--- src/design/tpio_regs.svh ---
// register indices, field positions and reset values of the pin i/o decoder
`ifndef TPIO_REGS_SVH
`define TPIO_REGS_SVH
// register index = haddr[4:2]; byte address = 4 * index
`define TPIO_IDX_IO_CH5   3'h0
`define TPIO_IDX_IO_HI0   3'h1
`define TPIO_IDX_IO_LO0   3'h2
`define TPIO_IDX_GR_B5    3'h3
`define TPIO_IDX_GR_A0    3'h4
`define TPIO_IDX_GR_C0    3'h5
`define TPIO_IDX_CTRL     3'h6
// field positions
`define TPIO_B5_HI        7
`define TPIO_B5_LO        4
`define TPIO_CH0_HI       3
`define TPIO_CH0_LO       0
`define TPIO_FLD_CAPT     3
`define TPIO_FLD_INIT     2
`define TPIO_FLD_CASC     2
`define TPIO_CTRL_BUFA    0
`define TPIO_CTRL_PSC_HI  3
`define TPIO_CTRL_PSC_LO  1
`define TPIO_CTRL_PIN_LO  8
`define TPIO_CTRL_OE_LO   12
`define TPIO_PSC_UNDIV    3'h0
`define TPIO_RST_CTL      8'h00
`define TPIO_RST_GR       16'h0000
`endif

--- src/design/tpio_pkg.sv ---
// types of the timer pin i/o decoder
package tpio_pkg;
	typedef enum logic [1:0] {
		TPIO_ACT_OFF  = 2'b00,
		TPIO_ACT_LOW  = 2'b01,
		TPIO_ACT_HIGH = 2'b10,
		TPIO_ACT_TOG  = 2'b11
	} tpio_act_e;
	typedef enum logic [1:0] {
		TPIO_EDGE_RISE = 2'b00,
		TPIO_EDGE_FALL = 2'b01,
		TPIO_EDGE_BTH0 = 2'b10,
		TPIO_EDGE_BTH1 = 2'b11
	} tpio_edge_e;
	// channel 0: ch5 b, 1: ch0 a, 2: ch0 c
	typedef struct packed {
		logic [2:0]       pin;
		logic [2:0]       oe;
	} tpio_pins_s;
	typedef struct packed {
		logic [2:0][7:0]  ctl;
		logic [2:0][15:0] gr;
		logic [1:0][15:0] cq;
		logic             bufa;
		logic [2:0]       psc;
		logic [2:0]       s1;
		logic [2:0]       s2;
		logic [2:0]       prev;
		tpio_pins_s       io;
		logic             wr_pend;
		logic             rd_pend;
		logic             ok;
		logic [2:0]       idx;
		logic             hready;
		logic [31:0]      hrdata;
	} tpio_state_s;
endpackage

--- src/design/tpio_top.sv ---
// timer pin i/o mode decode: compare outputs and capture inputs, AHB-Lite slave
`timescale 1ns/100ps
`include "tpio_regs.svh"
// What this block does
// - ch5 field in bits 7:4, bit 6 ignored in capture mode
// - ch0 A/C fields in bits 3:0
// - top bit 0: compare, init level, 00 off, 01 low
// - low bits 10 drive pin high on match
// - low bits 11 toggle pin on match
// - 1000 captures own pin rising edge
// - 1001 captures own pin falling edge
// - 101x captures own pin both edges
// - ch0 11xx captures on channel one count
// - undivided channel one clock makes cascade invalid
// - C buffer mode kills C compare and capture
module tpio_top (
	// clock and reset
	input  wire logic        clk,
	input  wire logic        reset,
	// AHB-Lite slave
	input  wire logic        hsel,
	input  wire logic [31:0] haddr,
	input  wire logic [1:0]  htrans,
	input  wire logic        hwrite,
	input  wire logic [2:0]  hsize,
	input  wire logic [31:0] hwdata,
	input  wire logic        hready,
	output logic             hreadyout,
	output logic             hresp,
	output logic [31:0]      hrdata,
	// counters and channel one count tick, same clock
	input  wire logic [15:0] counter_ch5,
	input  wire logic [15:0] counter_ch0,
	input  wire logic        counter_ch1_tick,
	// timer pins: [0] pin_b_ch5, [1] pin_a_ch0, [2] pin_c_ch0
	input  wire logic [2:0]  pin_in,
	output tpio_pkg::tpio_pins_s pin_io
);
	tpio_pkg::tpio_state_s st;
	tpio_pkg::tpio_state_s next_st;
	logic [2:0][3:0]  fld;
	logic [2:0][3:0]  nfld;
	logic [2:0][15:0] cnt;
	logic [2:0]       rise;
	logic [2:0]       fall;
	logic [2:0]       cap_ev;
	logic [2:0]       match;
	logic [2:0]       wf;
	logic [2:0]       dis;
	logic             acc;
	logic             mapped;
	logic             casc_ok;

	assign fld[0] = st.ctl[0][`TPIO_B5_HI:`TPIO_B5_LO];
	assign fld[1] = st.ctl[1][`TPIO_CH0_HI:`TPIO_CH0_LO];
	assign fld[2] = st.ctl[2][`TPIO_CH0_HI:`TPIO_CH0_LO];
	assign cnt[0] = counter_ch5;
	assign cnt[1] = counter_ch0;
	assign cnt[2] = counter_ch0;
	assign rise = st.s2 & ~st.prev;
	assign fall = ~st.s2 & st.prev;
	assign dis = {st.bufa, 2'b00};
	// undivided clock feeds channel one: cascade would see every cycle
	assign casc_ok = counter_ch1_tick && (st.psc != `TPIO_PSC_UNDIV);
	assign wf[0] = st.wr_pend && (st.idx == `TPIO_IDX_IO_CH5);
	assign wf[1] = st.wr_pend && (st.idx == `TPIO_IDX_IO_HI0);
	assign wf[2] = st.wr_pend && (st.idx == `TPIO_IDX_IO_LO0);
	assign acc = hsel && htrans[1] && hready;
	assign mapped = (haddr[31:5] == 27'h0000000) && (haddr[1:0] == 2'h0)
		&& (haddr[4:2] <= `TPIO_IDX_CTRL);

	always_comb begin
		for (int i = 0; i < 3; i++) begin
			// counter must move onto the value, so a stalled counter matches once
			match[i] = !fld[i][`TPIO_FLD_CAPT] && (cnt[i] == st.gr[i])
				&& (cnt[i] != st.cq[(i == 0) ? 0 : 1]);
			if (!fld[i][`TPIO_FLD_CAPT] || dis[i]) begin
				cap_ev[i] = 1'b0;
			end else if (i != 0 && fld[i][`TPIO_FLD_CASC]) begin
				cap_ev[i] = casc_ok;
			end else begin
				unique case (tpio_pkg::tpio_edge_e'(fld[i][1:0]))
					tpio_pkg::TPIO_EDGE_RISE: cap_ev[i] = rise[i];
					tpio_pkg::TPIO_EDGE_FALL: cap_ev[i] = fall[i];
					tpio_pkg::TPIO_EDGE_BTH0,
					tpio_pkg::TPIO_EDGE_BTH1: cap_ev[i] = rise[i] | fall[i];
				endcase
			end
		end
	end

	always_comb begin
		next_st = st;
		next_st.s1 = pin_in;
		next_st.s2 = st.s1;
		next_st.prev = st.s2;
		next_st.cq[0] = counter_ch5;
		next_st.cq[1] = counter_ch0;
		// register writes, data phase of an accepted write
		if (st.wr_pend) begin
			unique case (st.idx)
				`TPIO_IDX_IO_CH5: next_st.ctl[0] = hwdata[7:0];
				`TPIO_IDX_IO_HI0: next_st.ctl[1] = hwdata[7:0];
				`TPIO_IDX_IO_LO0: next_st.ctl[2] = hwdata[7:0];
				`TPIO_IDX_GR_B5:  next_st.gr[0] = hwdata[15:0];
				`TPIO_IDX_GR_A0:  next_st.gr[1] = hwdata[15:0];
				`TPIO_IDX_GR_C0:  next_st.gr[2] = hwdata[15:0];
				`TPIO_IDX_CTRL: begin
					next_st.bufa = hwdata[`TPIO_CTRL_BUFA];
					next_st.psc = hwdata[`TPIO_CTRL_PSC_HI:`TPIO_CTRL_PSC_LO];
				end
				default: next_st.bufa = st.bufa;
			endcase
		end
		nfld[0] = next_st.ctl[0][`TPIO_B5_HI:`TPIO_B5_LO];
		nfld[1] = next_st.ctl[1][`TPIO_CH0_HI:`TPIO_CH0_LO];
		nfld[2] = next_st.ctl[2][`TPIO_CH0_HI:`TPIO_CH0_LO];
		for (int i = 0; i < 3; i++) begin
			// capture after the write: hardware event wins over software
			if (cap_ev[i]) begin
				next_st.gr[i] = cnt[i];
			end
			if (wf[i] && !nfld[i][`TPIO_FLD_CAPT]) begin
				next_st.io.pin[i] = nfld[i][`TPIO_FLD_INIT];
			end else if (match[i] && !dis[i]) begin
				unique case (tpio_pkg::tpio_act_e'(fld[i][1:0]))
					tpio_pkg::TPIO_ACT_OFF:  next_st.io.pin[i] = st.io.pin[i];
					tpio_pkg::TPIO_ACT_LOW:  next_st.io.pin[i] = 1'b0;
					tpio_pkg::TPIO_ACT_HIGH: next_st.io.pin[i] = 1'b1;
					tpio_pkg::TPIO_ACT_TOG:  next_st.io.pin[i] = !st.io.pin[i];
				endcase
			end
			next_st.io.oe[i] = !nfld[i][`TPIO_FLD_CAPT] && (nfld[i][1:0] != 2'b00)
				&& !(i == 2 && next_st.bufa);
		end
		// bus: writes take no wait, reads one wait state
		next_st.wr_pend = acc && hwrite && mapped;
		next_st.rd_pend = acc && !hwrite;
		next_st.ok = mapped;
		next_st.idx = haddr[4:2];
		next_st.hready = !(acc && !hwrite);
		if (st.rd_pend) begin
			next_st.hready = 1'b1;
			next_st.hrdata = 32'h00000000;
			if (st.ok) begin
				unique case (st.idx)
					`TPIO_IDX_IO_CH5: next_st.hrdata[7:0] = st.ctl[0];
					`TPIO_IDX_IO_HI0: next_st.hrdata[7:0] = st.ctl[1];
					`TPIO_IDX_IO_LO0: next_st.hrdata[7:0] = st.ctl[2];
					`TPIO_IDX_GR_B5:  next_st.hrdata[15:0] = st.gr[0];
					`TPIO_IDX_GR_A0:  next_st.hrdata[15:0] = st.gr[1];
					`TPIO_IDX_GR_C0:  next_st.hrdata[15:0] = st.gr[2];
					`TPIO_IDX_CTRL: begin
						next_st.hrdata[`TPIO_CTRL_BUFA] = st.bufa;
						next_st.hrdata[`TPIO_CTRL_PSC_HI:`TPIO_CTRL_PSC_LO] = st.psc;
						next_st.hrdata[`TPIO_CTRL_PIN_LO +: 3] = st.io.pin;
						next_st.hrdata[`TPIO_CTRL_OE_LO +: 3] = st.io.oe;
					end
					default: next_st.hrdata = 32'h00000000;
				endcase
			end
		end
	end

	always_ff @(posedge clk) begin
		if (reset) begin
			st <= '0;
			st.ctl <= {3{`TPIO_RST_CTL}};
			st.gr <= {3{`TPIO_RST_GR}};
			st.hready <= 1'b1;
		end else begin
			st <= next_st;
		end
	end

	assign hreadyout = st.hready;
	assign hresp = 1'b0;
	assign hrdata = st.hrdata;
	assign pin_io = st.io;

	AST_CH5_BIT6_IGNORED: assert property (@(posedge clk) disable iff (reset)
		(fld[0] == 4'hC && rise[0]) |=> (st.gr[0] == $past(counter_ch5)))
		else $error("ch5 capture with bit 6 set missed");
	AST_FIELD_A_WRITE: assert property (@(posedge clk) disable iff (reset)
		(st.wr_pend && st.idx == `TPIO_IDX_IO_HI0) |=> (fld[1] == $past(hwdata[3:0])))
		else $error("field a not taken from bits 3:0");
	AST_MATCH_LOW: assert property (@(posedge clk) disable iff (reset)
		(match[1] && fld[1][1:0] == 2'b01 && !wf[1]) |=> (pin_io.pin[1] == 1'b0))
		else $error("match did not drive pin low");
	AST_MATCH_HIGH: assert property (@(posedge clk) disable iff (reset)
		(match[0] && fld[0][1:0] == 2'b10 && !wf[0]) |=> (pin_io.pin[0] == 1'b1))
		else $error("match did not drive pin high");
	AST_MATCH_TOGGLE: assert property (@(posedge clk) disable iff (reset)
		(match[1] && fld[1][1:0] == 2'b11 && !wf[1]) |=> (pin_io.pin[1] != $past(pin_io.pin[1])))
		else $error("match did not toggle pin");
	AST_OUT_DISABLED: assert property (@(posedge clk) disable iff (reset)
		(fld[0][3] == 1'b0 && fld[0][1:0] == 2'b00) |-> !pin_io.oe[0])
		else $error("pin driven with output disabled");
	AST_RISE_CAPTURE: assert property (@(posedge clk) disable iff (reset)
		(fld[1] == 4'h8 && $rose(st.s2[1])) |=> (st.gr[1] == $past(counter_ch0)))
		else $error("rising edge capture missed");
	AST_FALL_CAPTURE: assert property (@(posedge clk) disable iff (reset)
		(fld[1] == 4'h9 && rise[1]) |=> $stable(st.gr[1])
		|| $past(st.wr_pend && st.idx == `TPIO_IDX_GR_A0))
		else $error("falling mode captured a rising edge");
	AST_BOTH_CAPTURE: assert property (@(posedge clk) disable iff (reset)
		(fld[0][3:1] == 3'b101 && fall[0]) |=> (st.gr[0] == $past(counter_ch5)))
		else $error("both edge capture missed a fall");
	AST_CASCADE: assert property (@(posedge clk) disable iff (reset)
		(fld[1][3:2] == 2'b11 && counter_ch1_tick && st.psc != 3'h0)
		|=> (st.gr[1] == $past(counter_ch0)))
		else $error("cascade capture missed");
	AST_CASCADE_UNDIV: assert property (@(posedge clk) disable iff (reset)
		(fld[1][3:2] == 2'b11 && st.psc == 3'h0 && !st.wr_pend) |=> $stable(st.gr[1]))
		else $error("cascade captured on undivided clock");
	AST_BUFFER_C: assert property (@(posedge clk) disable iff (reset)
		st.bufa |-> !pin_io.oe[2] && !cap_ev[2])
		else $error("c field active in buffer mode");
	AST_INIT_ON_WRITE: assert property (@(posedge clk) disable iff (reset)
		(wf[2] && !hwdata[3]) |=> (pin_io.pin[2] == $past(hwdata[2])))
		else $error("initial level not applied on write");
	AST_READ_WAIT: assert property (@(posedge clk) disable iff (reset)
		(acc && !hwrite) |=> !hreadyout ##1 hreadyout)
		else $error("read wait state wrong");
	AST_CH5_FIELD_WRITE: assert property (@(posedge clk) disable iff (reset)
		(st.wr_pend && st.idx == `TPIO_IDX_IO_CH5) |=> (fld[0] == $past(hwdata[7:4])))
		else $error("field b not taken from bits 7:4");
	AST_FIELD_C_WRITE: assert property (@(posedge clk) disable iff (reset)
		(st.wr_pend && st.idx == `TPIO_IDX_IO_LO0) |=> (fld[2] == $past(hwdata[3:0])))
		else $error("field c not taken from bits 3:0");
	AST_MATCH_LOW_B5: assert property (@(posedge clk) disable iff (reset)
		(match[0] && fld[0][1:0] == 2'b01 && !wf[0]) |=> (pin_io.pin[0] == 1'b0))
		else $error("match did not drive b pin low");
	AST_MATCH_LOW_C0: assert property (@(posedge clk) disable iff (reset)
		(match[2] && fld[2][1:0] == 2'b01 && !wf[2] && !dis[2]) |=> (pin_io.pin[2] == 1'b0))
		else $error("match did not drive c pin low");
	AST_MATCH_HIGH_A0: assert property (@(posedge clk) disable iff (reset)
		(match[1] && fld[1][1:0] == 2'b10 && !wf[1]) |=> (pin_io.pin[1] == 1'b1))
		else $error("match did not drive a pin high");
	AST_MATCH_HIGH_C0: assert property (@(posedge clk) disable iff (reset)
		(match[2] && fld[2][1:0] == 2'b10 && !wf[2] && !dis[2]) |=> (pin_io.pin[2] == 1'b1))
		else $error("match did not drive c pin high");
	AST_MATCH_TOGGLE_B5: assert property (@(posedge clk) disable iff (reset)
		(match[0] && fld[0][1:0] == 2'b11 && !wf[0]) |=> (pin_io.pin[0] != $past(pin_io.pin[0])))
		else $error("match did not toggle b pin");
	AST_MATCH_TOGGLE_C0: assert property (@(posedge clk) disable iff (reset)
		(match[2] && fld[2][1:0] == 2'b11 && !wf[2] && !dis[2])
		|=> (pin_io.pin[2] != $past(pin_io.pin[2])))
		else $error("match did not toggle c pin");
	AST_OUT_DISABLED_A0: assert property (@(posedge clk) disable iff (reset)
		(fld[1][3] == 1'b0 && fld[1][1:0] == 2'b00) |-> !pin_io.oe[1])
		else $error("a pin driven with output disabled");
	AST_OUT_DISABLED_C0: assert property (@(posedge clk) disable iff (reset)
		(fld[2][3] == 1'b0 && fld[2][1:0] == 2'b00) |-> !pin_io.oe[2])
		else $error("c pin driven with output disabled");
	AST_OUT_ENABLED_B5: assert property (@(posedge clk) disable iff (reset)
		(fld[0][3] == 1'b0 && fld[0][1:0] != 2'b00) |-> pin_io.oe[0])
		else $error("b pin not driven in compare mode");
	AST_CAPTURE_NO_DRIVE: assert property (@(posedge clk) disable iff (reset)
		fld[1][3] |-> !pin_io.oe[1])
		else $error("a pin driven in capture mode");
	AST_RISE_CAPTURE_C0: assert property (@(posedge clk) disable iff (reset)
		(fld[2] == 4'h8 && rise[2] && !dis[2]) |=> (st.gr[2] == $past(counter_ch0)))
		else $error("c rising edge capture missed");
	AST_FALL_CAPTURE_A0: assert property (@(posedge clk) disable iff (reset)
		(fld[1] == 4'h9 && fall[1]) |=> (st.gr[1] == $past(counter_ch0)))
		else $error("a falling edge capture missed");
	AST_FALL_CAPTURE_B5: assert property (@(posedge clk) disable iff (reset)
		(fld[0][3] && fld[0][1:0] == 2'b01 && fall[0]) |=> (st.gr[0] == $past(counter_ch5)))
		else $error("b falling edge capture missed");
	AST_BOTH_CAPTURE_A0: assert property (@(posedge clk) disable iff (reset)
		(fld[1][3:1] == 3'b101 && rise[1]) |=> (st.gr[1] == $past(counter_ch0)))
		else $error("both edge capture missed a rise");
	AST_CASCADE_C0: assert property (@(posedge clk) disable iff (reset)
		(fld[2][3:2] == 2'b11 && counter_ch1_tick && st.psc != `TPIO_PSC_UNDIV && !dis[2])
		|=> (st.gr[2] == $past(counter_ch0)))
		else $error("c cascade capture missed");
	AST_CH5_NO_CASCADE: assert property (@(posedge clk) disable iff (reset)
		(fld[0][3:2] == 2'b11 && !rise[0] && !fall[0] && !st.wr_pend)
		|=> $stable(st.gr[0]))
		else $error("b captured without a pin edge");
	AST_CASCADE_UNDIV_C0: assert property (@(posedge clk) disable iff (reset)
		(fld[2][3:2] == 2'b11 && st.psc == `TPIO_PSC_UNDIV && !st.wr_pend)
		|=> $stable(st.gr[2]))
		else $error("c cascade captured on undivided clock");
	AST_BUFFER_C_HOLD: assert property (@(posedge clk) disable iff (reset)
		(st.bufa && !wf[2]) |=> $stable(pin_io.pin[2]))
		else $error("c pin moved in buffer mode");
	AST_INIT_ON_WRITE_B5: assert property (@(posedge clk) disable iff (reset)
		(wf[0] && !hwdata[7]) |=> (pin_io.pin[0] == $past(hwdata[6])))
		else $error("b initial level not applied on write");
	AST_INIT_ON_WRITE_A0: assert property (@(posedge clk) disable iff (reset)
		(wf[1] && !hwdata[3]) |=> (pin_io.pin[1] == $past(hwdata[2])))
		else $error("a initial level not applied on write");
	AST_COMPARE_NO_CAPTURE: assert property (@(posedge clk) disable iff (reset)
		(!fld[1][3] && !(st.wr_pend && st.idx == `TPIO_IDX_GR_A0))
		|=> $stable(st.gr[1]))
		else $error("compare register changed without a write");
	AST_PSC_WRITE: assert property (@(posedge clk) disable iff (reset)
		(st.wr_pend && st.idx == `TPIO_IDX_CTRL)
		|=> (st.psc == $past(hwdata[`TPIO_CTRL_PSC_HI:`TPIO_CTRL_PSC_LO])))
		else $error("prescale select not written");
	AST_BUFA_WRITE: assert property (@(posedge clk) disable iff (reset)
		(st.wr_pend && st.idx == `TPIO_IDX_CTRL)
		|=> (st.bufa == $past(hwdata[`TPIO_CTRL_BUFA])))
		else $error("buffer mode bit not written");
	AST_WRITE_NO_WAIT: assert property (@(posedge clk) disable iff (reset)
		(acc && hwrite) |=> hreadyout)
		else $error("write data phase stalled");
endmodule // tpio_top

--- config.mk ---
export PLATFORM = sky130hd
export DESIGN_NAME = tpio_top
export DESIGN_NICKNAME = d
export VERILOG_FILES = /design/src/design/tpio_pkg.sv /design/src/design/tpio_top.sv
export VERILOG_INCLUDE_DIRS = /design/src /design/src/design
export SDC_FILE = /design/constraint.sdc
export NUM_CORES = 1
export LEC_CHECK = 0
export ABC_CLOCK_PERIOD_IN_PS = 1900
export BUFFER_PORTS_ARGS = -buffer_cell sky130_fd_sc_hd__buf_4
export CORE_MARGIN = 1
export CORE_UTILIZATION = 40
export DETAILED_ROUTE_END_ITERATION = 8
export PLACE_DENSITY = 0.71
export SYNTH_ARGS = -nofsm -noshare
export SYNTH_HDL_FRONTEND = slang
export SYNTH_SLANG_ARGS = --single-unit
--- constraint.sdc ---
create_clock -name clk -period 1.9 [get_ports clk]
set_input_delay 0.285 -clock clk [delete_from_list [all_inputs] [get_ports clk]]
set_output_delay 0.285 -clock clk [all_outputs]
set_load 0.01 [all_outputs]
Word level (Yosys, flattened, before mapping):

Cells that the tools add are included.

* logic and storage cells: 166
* input bits: 110
* flip-flop bits (word level): 162
* output and inout port bits: 40

* mux-type cells: 37
* bitwise gates (word level): 7
* equal/unequal tests: 23
* reductions and logical operators: 72
* order comparisons: 1

Operators with widths (count)
* $mux W16: 7
* $mux W68: 1
* $eq A16 B16 Y1: 3
* $ne A16 B16 Y1: 2
* $pmux W4 S7: 1
* $logic_not A27 Y1: 1
* $logic_and A1 B1 Y1: 25
* $pmux W1 S3: 8
* $pmux W3 S4: 2
* $pmux W4 S6: 1
* $reduce_bool A2 Y1: 12
* $reduce_and A2 Y1: 10
* $mux W8: 2
* $logic_not A1 Y1: 13
* $eq A2 B2 Y1 const B: 6
* $mux W1: 12
* $eq A3 B3 Y1 const B: 3
* $logic_not A2 Y1: 4
* $mux W4: 2
* $reduce_or A2 Y1: 4
* $and A3 B3 Y3: 2
* $eq A2 B1 Y1 const B: 3
* $eq A3 B2 Y1 const B: 2
* $ne A2 B2 Y1 const B: 3
* 8 further kinds: 11

Longest topological paths before layout:

Gate-level depths: netlist of the first run.

* depth in word-level cells: 8
* gate-level depth with buffers: 9
* gate-level depth less buffers: 8

Worst setup path before layout of the first run:

OpenSTA, ideal clock, no wires.

* path kind: register to register
* start point: reg st, in the netlist next_st[47]
* end point: reg st[122] in the netlist's numbering
* stages on the path, launching flop included: 9
* required time: 1.772 ns
* arrival: 1.440 ns
* path buffers: 1
* setup slack: 0.333 ns
* cells stage by stage: dfxtp_1 inv_1 ha_1 mux2_1 o211ai_1 a21oi_2 buf_2 a21oi_1 nor2_1

* cells in the longest elaborated chain, start to end: 8
* elaborated cells on any way between the ends: 11

RTL lines
* from (decl): line tpio_top.sv:39 `tpio_pkg::tpio_state_s st;`
* from (signal assigned): line tpio_top.sv:172 `st <= next_st;`
* $not A3 Y3: line tpio_top.sv:61 `assign fall = ~st.s2 & st.prev;`
* $and A3 B3 Y3: line tpio_top.sv:61
* $or A1 B1 Y1: line tpio_top.sv:86 `tpio_pkg::TPIO_EDGE_BTH1: cap_ev[i] = rise[i] | fall[i];`
* $pmux W1 S3 (*): line tpio_top.sv:82 `unique case (tpio_pkg::tpio_edge_e'(fld[i][1:0]))`
* $mux W1 (*): line tpio_top.sv:79 `` end else if (i != 0 && fld[i][`TPIO_FLD_CASC]) begin ``
* $mux W1 (*): line tpio_top.sv:77 `` if (!fld[i][`TPIO_FLD_CAPT] || dis[i]) begin ``
* $reduce_bool A2 Y1 (no line)
* $reduce_and A2 Y1 (no line)

Mark *: on every way between the ends. The rest lies on a longest branch, timed or not.
A chain may end at the register's enable or synchronous reset.

Final worst setup path of the first run:

* start point: reg st[47] in the netlist's numbering
* end point: reg st[137] in the netlist's numbering

* cells in the longest elaborated chain, start to end: 8
* elaborated cells on any way between the ends: 11

RTL lines
* $not A3 Y3: line tpio_top.sv:60 `assign rise = st.s2 & ~st.prev;`
* $and A3 B3 Y3: line tpio_top.sv:60
* $or A1 B1 Y1: line tpio_top.sv:86
* $pmux W1 S3 (*): line tpio_top.sv:82
* $mux W1 (*): line tpio_top.sv:79
* $mux W1 (*): line tpio_top.sv:77
* $reduce_bool A2 Y1 (no line)
* $reduce_and A2 Y1 (no line)

Marked as above.

==> results.sh, run 1 <==
export IMPL_final_nets=1046
export IMPL_avgSynthCellArea_um2=8.81
export IMPL_max_freq_mhz=527
export IMPL_finalHoldViolCount=0
export IMPL_period_share_pct=99.8
export IMPL_cts_sinks=146
export IMPL_grt_overflow_total=0
export IMPL_grt_pass1_wl_um=32500
export IMPL_wl_met1_um=9350
export IMPL_crit_required_ns=2.28
export IMPL_synth_area_top_cells="dfxtp_1, mux2i_1, xor2_1, buf_4, nor2_1"
export IMPL_synth_xor_area_share_pct=9.28
export IMPL_synth_compound_area_share_pct=11.9
export IMPL_setup_viol=0
export IMPL_slew_viol_final=0
export IMPL_die_w_um=139
export IMPL_reg2reg_slack_ns=0.004
export IMPL_start_util_pct=41.5
export IMPL_cts_tree="done"
export IMPL_top_layer="met4"
export IMPL_clock_latency_ns=0.43
export IMPL_cp_start_kind="flip-flop"
export IMPL_multiInputGateArea_um2=4070
export IMPL_postSynth_topFlopCell="dfxtp_1"
export IMPL_htree_levels=4
export IMPL_peakVddDrop_uv=669
export IMPL_finalCriticalPeriod_ns=1.90
export IMPL_drt_iter0_markers=669
export IMPL_synthesis_area_um2=7550
export IMPL_cts_made_buffers=17
export IMPL_crit_type="reg2reg"
export IMPL_vias=6382
export IMPL_dp_cells=1138
export IMPL_dr_wl_met3_um=1650
export IMPL_ys_seq_elements=146
export IMPL_synth_mux_area_share_pct=10.4
export IMPL_drc=0
export IMPL_crit_start="st[47]"
export IMPL_tightest_slew_ns=0.740
export IMPL_hold_class="in2reg"
export IMPL_postCtsHoldBufs=0
export IMPL_skew_ns=0.00762
export IMPL_r2r_start="st[47]"
export IMPL_yosysMostFrequentCell="dfxtp_1"
export IMPL_async_flop_share_pct=0
export IMPL_place_gp_congestion=0.905
export IMPL_reg2reg_depth=9
export IMPL_power_density_nw_per_um2=783
export IMPL_grt_antenna_before_repair=1
export IMPL_post_layout_nonfiller_instances=1172
export IMPL_root_buffer="clkbuf_16"
export IMPL_cts_setup_buffers=0
export IMPL_grt_pass1_vias=5848
export IMPL_ys_seq_area_share_pct=38.7
export IMPL_dp_hpwl_um=15100
export IMPL_ctsResizeCount=0
export IMPL_maxSlewHeadroom_pct=50.1
export IMPL_synth_edf_count=0
export IMPL_synth_top_cell_area_share_pct=38.7
export IMPL_netlist_cell_type_count=55
export IMPL_syn_inst=857
export IMPL_pre_cts_slack_ns=0.0719
export IMPL_drive_above_1_share_pct=23.8
export IMPL_core_um2=18200
export IMPL_rsz0062_at_grt="yes"
export IMPL_drt_pass1_iter_count=5
export IMPL_status="finished, final reports clean"
export IMPL_worstReg2RegEnd="st[137]"
export IMPL_yosysWarnings=0
export IMPL_drv_cap=0
export IMPL_routed_wl_um=21200
export IMPL_die_y_um=139
export IMPL_cts_clk_slew_worst_paths_ns=0.06
export IMPL_synthAdderAreaFrac_pct=0.994
export IMPL_synthSimpleGateAreaFrac_pct=19.3
export IMPL_ant_nets=0
export IMPL_clock_path_buffers=2
export IMPL_seq_area_um2=2930
export IMPL_cp_end_kind="flip-flop"
export IMPL_wl_per_cell_um=18.1
export IMPL_grt_max_degree=73
export IMPL_port_buffers=112
export IMPL_fillerInstances=1693
export IMPL_areaGrowthSynthToFinish_pct=21.2
export IMPL_worst_path_max_fanout=16
export IMPL_synth_top_family_by_area="simple AND/OR/NAND/NOR gates"
export IMPL_num_io_pins=150
export IMPL_finalCoreUtilization_pct=50.3
export IMPL_rows=49
export IMPL_diodes=0
export IMPL_leakagePower_nw=3.60
export IMPL_cp_data_arrival_time_ns=2.27
export IMPL_die_area_um2=19400
export IMPL_via_per_inst=5.45
export IMPL_wl_met2_um=9690
export IMPL_ys_top_cells_by_count="dfxtp_1, nor2_1, nand2_1"
export IMPL_grt_usage_pct=21.7
export IMPL_synth_top_area_cell="dfxtp_1"
export IMPL_worst_slack_ns=0.00425
export IMPL_setup_worst_path_end="st[137]"
## cell families (layout without fill, tap and decap cells)
logic type,Yosys count,after routing
compound gates,132,132
xor+xnor,80,80
fa+ha+maj,6,6
buf+inv,118,188
flops,146,146
mux,70,70
other cells,1,17
simple gates,304,304
## cell type report
type | count | share of cell area [%]
clock buffers | 18 | 4.80
clock inverters | 14 | 1.83
inverters | 11 | 0.478
multi-input cells | 609 | 44.5
flip-flops and latches | 146 | 32.0
well taps | 229 | 3.13
repair buffers | 145 | 13.2
## power by group
| part | switching [W] | internal, W | total, W |
|---|---|---|---|
| sequential | 0.0000236 | 0.00311 | 0.00313 |
| clock | 0.00144 | 0.00201 | 0.00345 |
| combinational | 0.000318 | 0.000265 | 0.000583 |
## placed cells by master (no fill, tap or decap), drive strengths merged, types with 4 or more instances in the layout
master,instances
dfxtp,146
xor2,45
nand3,25
nand2b,4
and3,4
o21ai,13
inv,18
a2bb2oi,6
nor2b,45
xnor2,35
ha,6
a22oi,9
o211ai,7
nor4,19
a311oi,16
buf,143
a21oi,45
mux4,6
a211oi,18
mux2,8
nand4,12
nor3,6
nor2,94
conb,17
clkbuf,20
o22ai,4
mux2i,56
nand2,90
## critical path, cell delays in order (launching register included)
cell and delay (ns):
dfxtp_4 0.37, inv_2 0.03, ha_2 0.16, mux2_4 0.27, o211ai_1 0.31, a21oi_4 0.16
clkbuf_16 0.23, nor2_1 0.17, a21oi_2 0.05, nor2_1 0.08
## flip-flops by register name, indices dropped and copies added, names as in the netlist
register	count
pin_io	6
hreadyout	1
dis	1
st	104
hrdata	16
fld	12
next_st	6
## worst min path at each step
stage | depth (start not counted) | startpoint | endpoint
after floorplan | 1 | hwrite | st[37]
after global placement | 1 | next_st[49] | next_st[46]
after detailed placement | 1 | next_st[49] | next_st[46]
after CTS | 2 | pin_in[1] | next_st[49]
after global routing | 2 | pin_in[1] | next_st[49]
final | 2 | pin_in[1] | next_st[49]
## stage by stage
| stage | area [µm²] | setup TNS, ns | power (W) | hold slack, ns |
|---|---|---|---|---|
| after floorplan | 7610 | 0 | 0.00354 | 0.374 |
| after detailed placement | 8390 | 0 | 0.00377 | 0.426 |
| after CTS | 9000 | 0 | 0.00720 | 0.0519 |
| after global placement | 8390 | 0 | 0.00377 | 0.418 |
| final | 9150 | 0 | 0.00716 | 0.0626 |
| after global routing | 9150 | -0.212 | 0.00740 | 0.0496 |
## layer usage
metal	track usage, %	up-vias
met5	0	-
met1	29.4	3008
li1	-	3035
met2	34.4	300
met4	6.73	0
met3	4.65	39
Power figures use the tool's default switching activity.
==> run 2, diff against run 1 <==
--- a/config.mk
+++ b/config.mk
@@ -6,12 +6,12 @@
 export SDC_FILE = /design/constraint.sdc
 export NUM_CORES = 1
 export LEC_CHECK = 0
-export ABC_CLOCK_PERIOD_IN_PS = 1900
+export ABC_CLOCK_PERIOD_IN_PS = 1600
 export BUFFER_PORTS_ARGS = -buffer_cell sky130_fd_sc_hd__buf_4
 export CORE_MARGIN = 1
-export CORE_UTILIZATION = 40
+export CORE_UTILIZATION = 45
 export DETAILED_ROUTE_END_ITERATION = 8
-export PLACE_DENSITY = 0.71
+export PLACE_DENSITY = 0.8
 export SYNTH_ARGS = -nofsm -noshare
 export SYNTH_HDL_FRONTEND = slang
 export SYNTH_SLANG_ARGS = --single-unit
==> constraint.sdc (replaced) <==
create_clock -name clk -period 1.6 [get_ports clk]
set_input_delay 0.24 -clock clk [delete_from_list [all_inputs] [get_ports clk]]
set_output_delay 0.24 -clock clk [all_outputs]
set_load 0.01 [all_outputs]
==> run 2 against run 1 <==
The run now ends with design-rule violations, negative setup slack left; combinational power rose by 43%; flip-flop and latch count unchanged; first-iteration DRC count grew 67%; final area grew 14%; clock power grew 29%; critical path depth did not move; largest cell class unchanged.
==> results.sh, run 2 (synthesized netlist as in run 1, its figures left out) <==
export IMPL_layout_common_cells="buf_4, dfxtp_1, nand2_1, mux2i_1, nor2_1"
export IMPL_htree_levels=4
export IMPL_r2r_start="next_st[47]"
export IMPL_drt_iter0_markers=1117
export IMPL_pwr_share_comb_pct=9.2
export IMPL_slew_viol_final=0
export IMPL_cp_start_kind="flip-flop"
export IMPL_internal_power_w=0.00693
export IMPL_wl_per_cell_um=21.7
export IMPL_setup_worst_path_end="st[137]"
export IMPL_fillerInstances=1171
export IMPL_cts_sinks=146
export IMPL_clock_latency_ns=0.44
export IMPL_violations="design-rule violations, negative setup slack"
export IMPL_diodes=0
export IMPL_core_um2=16500
export IMPL_worstReg2RegEnd="st[137]"
export IMPL_die_area_um2=17300
export IMPL_final_common_cell="buf_4"
export IMPL_cts_clk_slew_worst_paths_ns=0.06
export IMPL_reg2reg_slack_ns=-0.38
export IMPL_postCtsHoldBufs=0
export IMPL_leakagePower_nw=4.06
export IMPL_drive_above_1_share_pct=38.0
export IMPL_tightest_slew_ns=0.774
export IMPL_grt_antenna_before_repair=0
export IMPL_power_w=0.00899
export IMPL_clkPwrFrac_pct=49.3
export IMPL_die_y_um=132
export IMPL_switchingPower_w=0.00206
export IMPL_status="complete, but fails checks"
export IMPL_power_density_nw_per_um2=865
export IMPL_seq_power_share_pct=41.4
export IMPL_clock_path_buffers=2
export IMPL_worst_path_max_fanout=8
export IMPL_grt_usage_pct=27.4
export IMPL_cp_end_kind="flip-flop"
export IMPL_rsz0062_at_grt="yes"
export IMPL_place_gp_congestion=0.926
export IMPL_skew_ns=0.00873
export IMPL_setup_viol=50
export IMPL_vias=7310
export IMPL_ant_nets=0
export IMPL_rows=47
export IMPL_grt_pass1_vias=6823
export IMPL_areaGrowthSynthToFinish_pct=37.7
export IMPL_worst_slack_ns=-0.377
export IMPL_largest_register_ff_count=104
export IMPL_final_nets=1110
export IMPL_via_per_inst=5.97
export IMPL_crit_type="reg2reg"
export IMPL_crit_required_ns=1.96
export IMPL_drt_pass1_iter_count=9
export IMPL_crit_start="next_st[47]"
export IMPL_die_w_um=132
export IMPL_hold_class="in2reg"
export IMPL_max_freq_mhz=506
export IMPL_finalCriticalPeriod_ns=1.98
export IMPL_dp_hpwl_um=15500
export IMPL_routed_wl_um=26600
export IMPL_postLayoutCellArea_um2=10400
export IMPL_num_io_pins=150
export IMPL_finalHoldViolCount=0
export IMPL_regMostFlops="st"
export IMPL_start_util_pct=45.9
export IMPL_grt_pass1_wl_um=36600
export IMPL_port_buffers=112
export IMPL_sw_frac_of_total_pct=22.9
export IMPL_cts_tree="done"
export IMPL_maxSlewHeadroom_pct=47.8
export IMPL_pre_cts_slack_ns=-0.146
export IMPL_drv_cap=0
export IMPL_reg2reg_depth=9
export IMPL_root_buffer="clkbuf_16"
export IMPL_grt_max_degree=57
export IMPL_post_dp_cell_area_um2=8710
export IMPL_period_share_pct=124
export IMPL_cp_data_arrival_time_ns=2.33
export IMPL_cts_made_buffers=17
export IMPL_whs_ns=0.00928
export IMPL_drc=2
export IMPL_grt_overflow_total=0
export IMPL_peakVddDrop_uv=749
-- run 2: cell count changes in the layout (fill, tap and decap cells not counted), moves of 8 or more --
cell | before | now
nor2_1 | 86 | 52
a211oi_1 | 18 | 3
nor2_4 | 4 | 33
buf_6 | 0 | 11
a311oi_1 | 16 | 8
a21oi_1 | 37 | 29
a211oi_2 | 0 | 15
a311oi_2 | 0 | 8
buf_4 | 136 | 179
-- run 2: repair_timing --
item / in CTS / in global routing
setup buffers: 7 / 15
pin swaps: 31 / 54
setup endpoints to repair: 66 / 65
cloned: 5 / 4
resized for setup: 87 / 111
endpoints found under the hold margin: 0 / 0
-- run 2: layout make-up --
| class | count | area, µm² | share of cell area (%) |
|---|---|---|---|
| clock inverter | 10 | 181 | 1.74 |
| multi-input combinational | 609 | 4620 | 44.4 |
| inverter | 11 | 41.3 | 0.397 |
| timing repair buffer | 209 | 1880 | 18.1 |
| tap | 220 | 275 | 2.65 |
| sequential | 146 | 2940 | 28.3 |
| clock buffer | 20 | 467 | 4.49 |
-- run 2: power groups by stage --
| stage | Sequential (W) | Clock, W | Combinational (W) |
|---|---|---|---|
| 6_report | 0.00373 | 0.00444 | 0.000831 |
| 5_1_grt | 0.00373 | 0.00463 | 0.000870 |
| 4_1_cts | 0.00372 | 0.00440 | 0.000745 |
| 3_5_place_dp | 0.00380 | 0 | 0.000719 |
| 3_3_place_gp | 0.00380 | 0 | 0.000707 |
| 2_1_floorplan | 0.00379 | 0 | 0.000408 |
-- run 2: worst max-delay path: stages, from the launching register on --
cell and delay, ns:
dfxtp_2 0.35, inv_2 0.05, ha_2 0.17, mux2_4 0.26, o211ai_1 0.32, a21oi_4 0.17
buf_12 0.22, nor2_4 0.15, a21oi_4 0.05, nor2_1 0.16
-- run 2: worst min-delay path by stage --
stage           startpoint     endpoint  slack [ns]  cells after the start
3_5_place_dp   next_st[49]  next_st[46]        0.43                      1
3_3_place_gp   next_st[49]  next_st[46]        0.42                      1
5_1_grt          pin_in[2]  next_st[50]        0.02                      2
4_1_cts          pin_in[1]  next_st[49]        0.01                      2
2_1_floorplan       hwrite       st[37]        0.33                      1
6_report         pin_in[1]  next_st[49]       0.009                      2
-- run 2: per-layer routing --
metal	vias up	routed length, µm	part of all wire, %	global-route usage, %
li1	3163	-	-	-
met1	3404	9990	38	33.1
met2	570	12200	46	43.5
met3	173	2680	10	7.52
met4	0	1720	6.5	16.0
met5	-	0	0	0
-- run 2: through the flow --
step / instances / utilization, % / TNS [ns]
CTS: 1213 / 59.9 / -4.91
global route: 1225 / 63.2 / -9.25
detailed placement: 1171 / 52.9 / -4.50
finish: 1225 / 63.2 / -6.90
global placement: 1171 / 52.9 / -1.75
floorplan: 873 / - / 0
==> run 3, diff against run 2 <==
--- a/config.mk
+++ b/config.mk
@@ -6,6 +6,7 @@
 export SDC_FILE = /design/constraint.sdc
 export NUM_CORES = 1
 export LEC_CHECK = 0
+export ABC_AREA = 1
 export ABC_CLOCK_PERIOD_IN_PS = 1600
 export BUFFER_PORTS_ARGS = -buffer_cell sky130_fd_sc_hd__buf_4
 export CORE_MARGIN = 1
==> run 3 against run 2 <==
The flow finishes with violations (negative setup slack); routed wire length shrank 3.9%; flip-flop and latch count is the same; final area shrank 2.2%; core utilization shrank 2.5 points.
==> results.sh, run 3 <==
export IMPL_status="complete, but fails checks"
export IMPL_vias=8292
export IMPL_switchingPower_w=0.00217
export IMPL_via_per_inst=5.31
export IMPL_drive_above_1_share_pct=22.6
export IMPL_worst_slack_ns=-0.160
export IMPL_root_buffer="clkbuf_16"
export IMPL_internal_power_w=0.00663
export IMPL_wl_per_cell_um=16.4
export IMPL_synth_top_cell_area_share_pct=37.4
export IMPL_cp_data_arrival_time_ns=2.08
export IMPL_maxSlewHeadroom_pct=61.4
export IMPL_power_w=0.00879
export IMPL_synth_edf_count=0
export IMPL_finalHoldViolCount=0
export IMPL_fillerInstances=1477
export IMPL_drt_iter0_markers=1023
export IMPL_hp_start="pin_in[0]"
export IMPL_core_um2=16800
export IMPL_reg2reg_slack_ns=-0.16
export IMPL_peakVddDrop_uv=847
export IMPL_slew_viol_final=0
export IMPL_cts_made_buffers=17
export IMPL_die_area_um2=17900
export IMPL_violations="negative setup slack"
export IMPL_diodes=0
export IMPL_grt_usage_pct=28.4
export IMPL_postSynth_topFlopCell="dfxtp_1"
export IMPL_grt_pass1_vias=7532
export IMPL_leakagePower_nw=4.70
export IMPL_dp_hpwl_um=18300
export IMPL_port_buffers=112
export IMPL_die_y_um=134
export IMPL_yosysWarnings=0
export IMPL_period_share_pct=110
export IMPL_crit_required_ns=1.92
export IMPL_rows=47
export IMPL_power_density_nw_per_um2=865
export IMPL_regMostFlops="st"
export IMPL_rsz0062_at_grt="yes"
export IMPL_crit_type="reg2reg"
export IMPL_final_common_cell="nand2_1"
export IMPL_yosysMostFrequentCell="nand2_1"
export IMPL_drt_pass1_iter_count=6
export IMPL_die_w_um=134
export IMPL_synthesis_area_um2=7810
export IMPL_place_gp_congestion=1.00
export IMPL_max_freq_mhz=568
export IMPL_areaGrowthSynthToFinish_pct=30.2
export IMPL_avgSynthCellArea_um2=6.56
export IMPL_grt_pass1_wl_um=38800
export IMPL_hold_class="in2reg"
export IMPL_r2r_start="st[46]"
export IMPL_post_dp_cell_area_um2=8940
export IMPL_ys_top_cells_by_count="nand2_1, nor2_1, inv_1"
export IMPL_grt_overflow_total=0
export IMPL_cts_sinks=146
export IMPL_ant_nets=0
export IMPL_cp_start_kind="flip-flop"
export IMPL_dp_cells=1511
export IMPL_cts_clk_slew_worst_paths_ns=0.06
export IMPL_grt_antenna_before_repair=0
export IMPL_clock_latency_ns=0.44
export IMPL_min_path_cells=3
export IMPL_grt_max_degree=52
export IMPL_syn_inst=1191
export IMPL_ys_seq_area_share_pct=37.4
export IMPL_synth_area_top_cells="dfxtp_1, nand2_1, nor2_1, inv_1, a21oi_1"
export IMPL_num_io_pins=150
export IMPL_tightest_slew_ns=0.580
export IMPL_clkPwrFrac_pct=48.9
export IMPL_post_layout_nonfiller_instances=1561
export IMPL_drv_cap=0
export IMPL_drc=0
export IMPL_worstReg2RegEnd="st[121]"
export IMPL_whs_ns=0.00549
export IMPL_sw_frac_of_total_pct=24.6
export IMPL_netlist_cell_type_count=44
export IMPL_synth_top_area_cell="dfxtp_1"
export IMPL_cp_end_kind="flip-flop"
export IMPL_hold_end="next_st[48]"
export IMPL_cts_tree="done"
export IMPL_start_util_pct=46.6
export IMPL_skew_ns=0.00756
export IMPL_largest_register_ff_count=104
export IMPL_worst_path_max_fanout=6
export IMPL_htree_levels=4
export IMPL_seq_power_share_pct=42.4
export IMPL_pwr_share_comb_pct=8.7
export IMPL_final_nets=1444
export IMPL_postLayoutCellArea_um2=10200
export IMPL_layout_common_cells="nand2_1, nor2_1, inv_1, buf_4, dfxtp_1"
export IMPL_finalCriticalPeriod_ns=1.76
export IMPL_reg2reg_depth=11
export IMPL_async_flop_share_pct=0
export IMPL_clock_path_buffers=2
export IMPL_ys_seq_elements=146
export IMPL_routed_wl_um=25500
export IMPL_setup_viol=28
## run 3: worst max-delay path: stages (launching register included)
cell     delay, ns
dfxtp_2       0.34
inv_2         0.05
ha_4          0.23
o21ai_4       0.13
nor2_2        0.06
o21ai_4       0.22
nand2_4       0.17
buf_16        0.18
nand2_2       0.05
nand2_1       0.04
nor2_1        0.11
nor2_1        0.05
## run 3: timing repair
item	in CTS	in global routing
hold endpoints to repair	3	0
setup endpoints to repair	47	63
pin swaps	15	28
gates resized for setup	41	80
hold buffers	4	0
gates cloned	3	0
buffers inserted	5	7
## run 3: cells by family (layout without fill, tap and decap cells)
family	Yosys count	count (layout)	share of synthesized area (%)
XOR/XNOR	38	38	4.26
adder cells (fa/ha/maj)	6	6	0.961
AND/OR/NAND/NOR	574	574	30.0
other	1	17	0.0480
AO/OA/AOI/OAI	176	176	13.0
buffers and inverters	250	384	14.3
flip-flops	146	146	37.4
## run 3: stage by stage
| step | setup WS (ns) | setup TNS, ns | util (%) |
|---|---|---|---|
| 2_1_floorplan | -0.0253 | -0.237 | - |
| 3_3_place_gp | -0.0351 | -0.210 | 53.3 |
| 3_5_place_dp | -0.105 | -0.857 | 53.3 |
| 4_1_cts | -0.0483 | -0.480 | 58.9 |
| 5_1_grt | -0.258 | -5.87 | 60.7 |
| 6_report | -0.160 | -2.79 | 60.7 |
## run 3: cell type report
cell class	instances	area (µm²)	share of cell area, %
clock buffers	17	425	4.18
well taps	220	275	2.71
clock inverters	15	206	2.03
inverters	170	643	6.32
flip-flops and latches	146	2940	28.9
repair buffers	182	1550	15.3
multi-input cells	811	4130	40.6
## run 3: power by group through the flow
stage	Combinational [W]	Sequential [W]	Clock [W]
after detailed placement	0.000696	0.00380	0
after global placement	0.000687	0.00380	0
after global routing	0.000834	0.00373	0.00448
final	0.000768	0.00373	0.00430
after CTS	0.000723	0.00373	0.00433
after floorplan	0.000373	0.00380	0
## run 3: how the worst max path moves through the flow
stage | startpoint | endpoint | slack [ns] | depth (start not counted)
after global routing | fld[4] | pin_io[4] | -0.26 | 10
after global placement | st[34] | pin_io[3] | -0.04 | 9
after floorplan | st[46] | st[120] | -0.03 | 11
after CTS | st[46] | st[106] | -0.05 | 11
final | st[46] | st[121] | -0.16 | 11
after detailed placement | st[34] | pin_io[3] | -0.11 | 9
## run 3: routing by layer
| layer | share of wire (%) | GRT usage (%) |
|---|---|---|
| met1 | 39 | 35.9 |
| met2 | 46 | 45.3 |
| met3 | 9.3 | 5.59 |
| met4 | 6.0 | 15.9 |
| met5 | 0 | 0 |
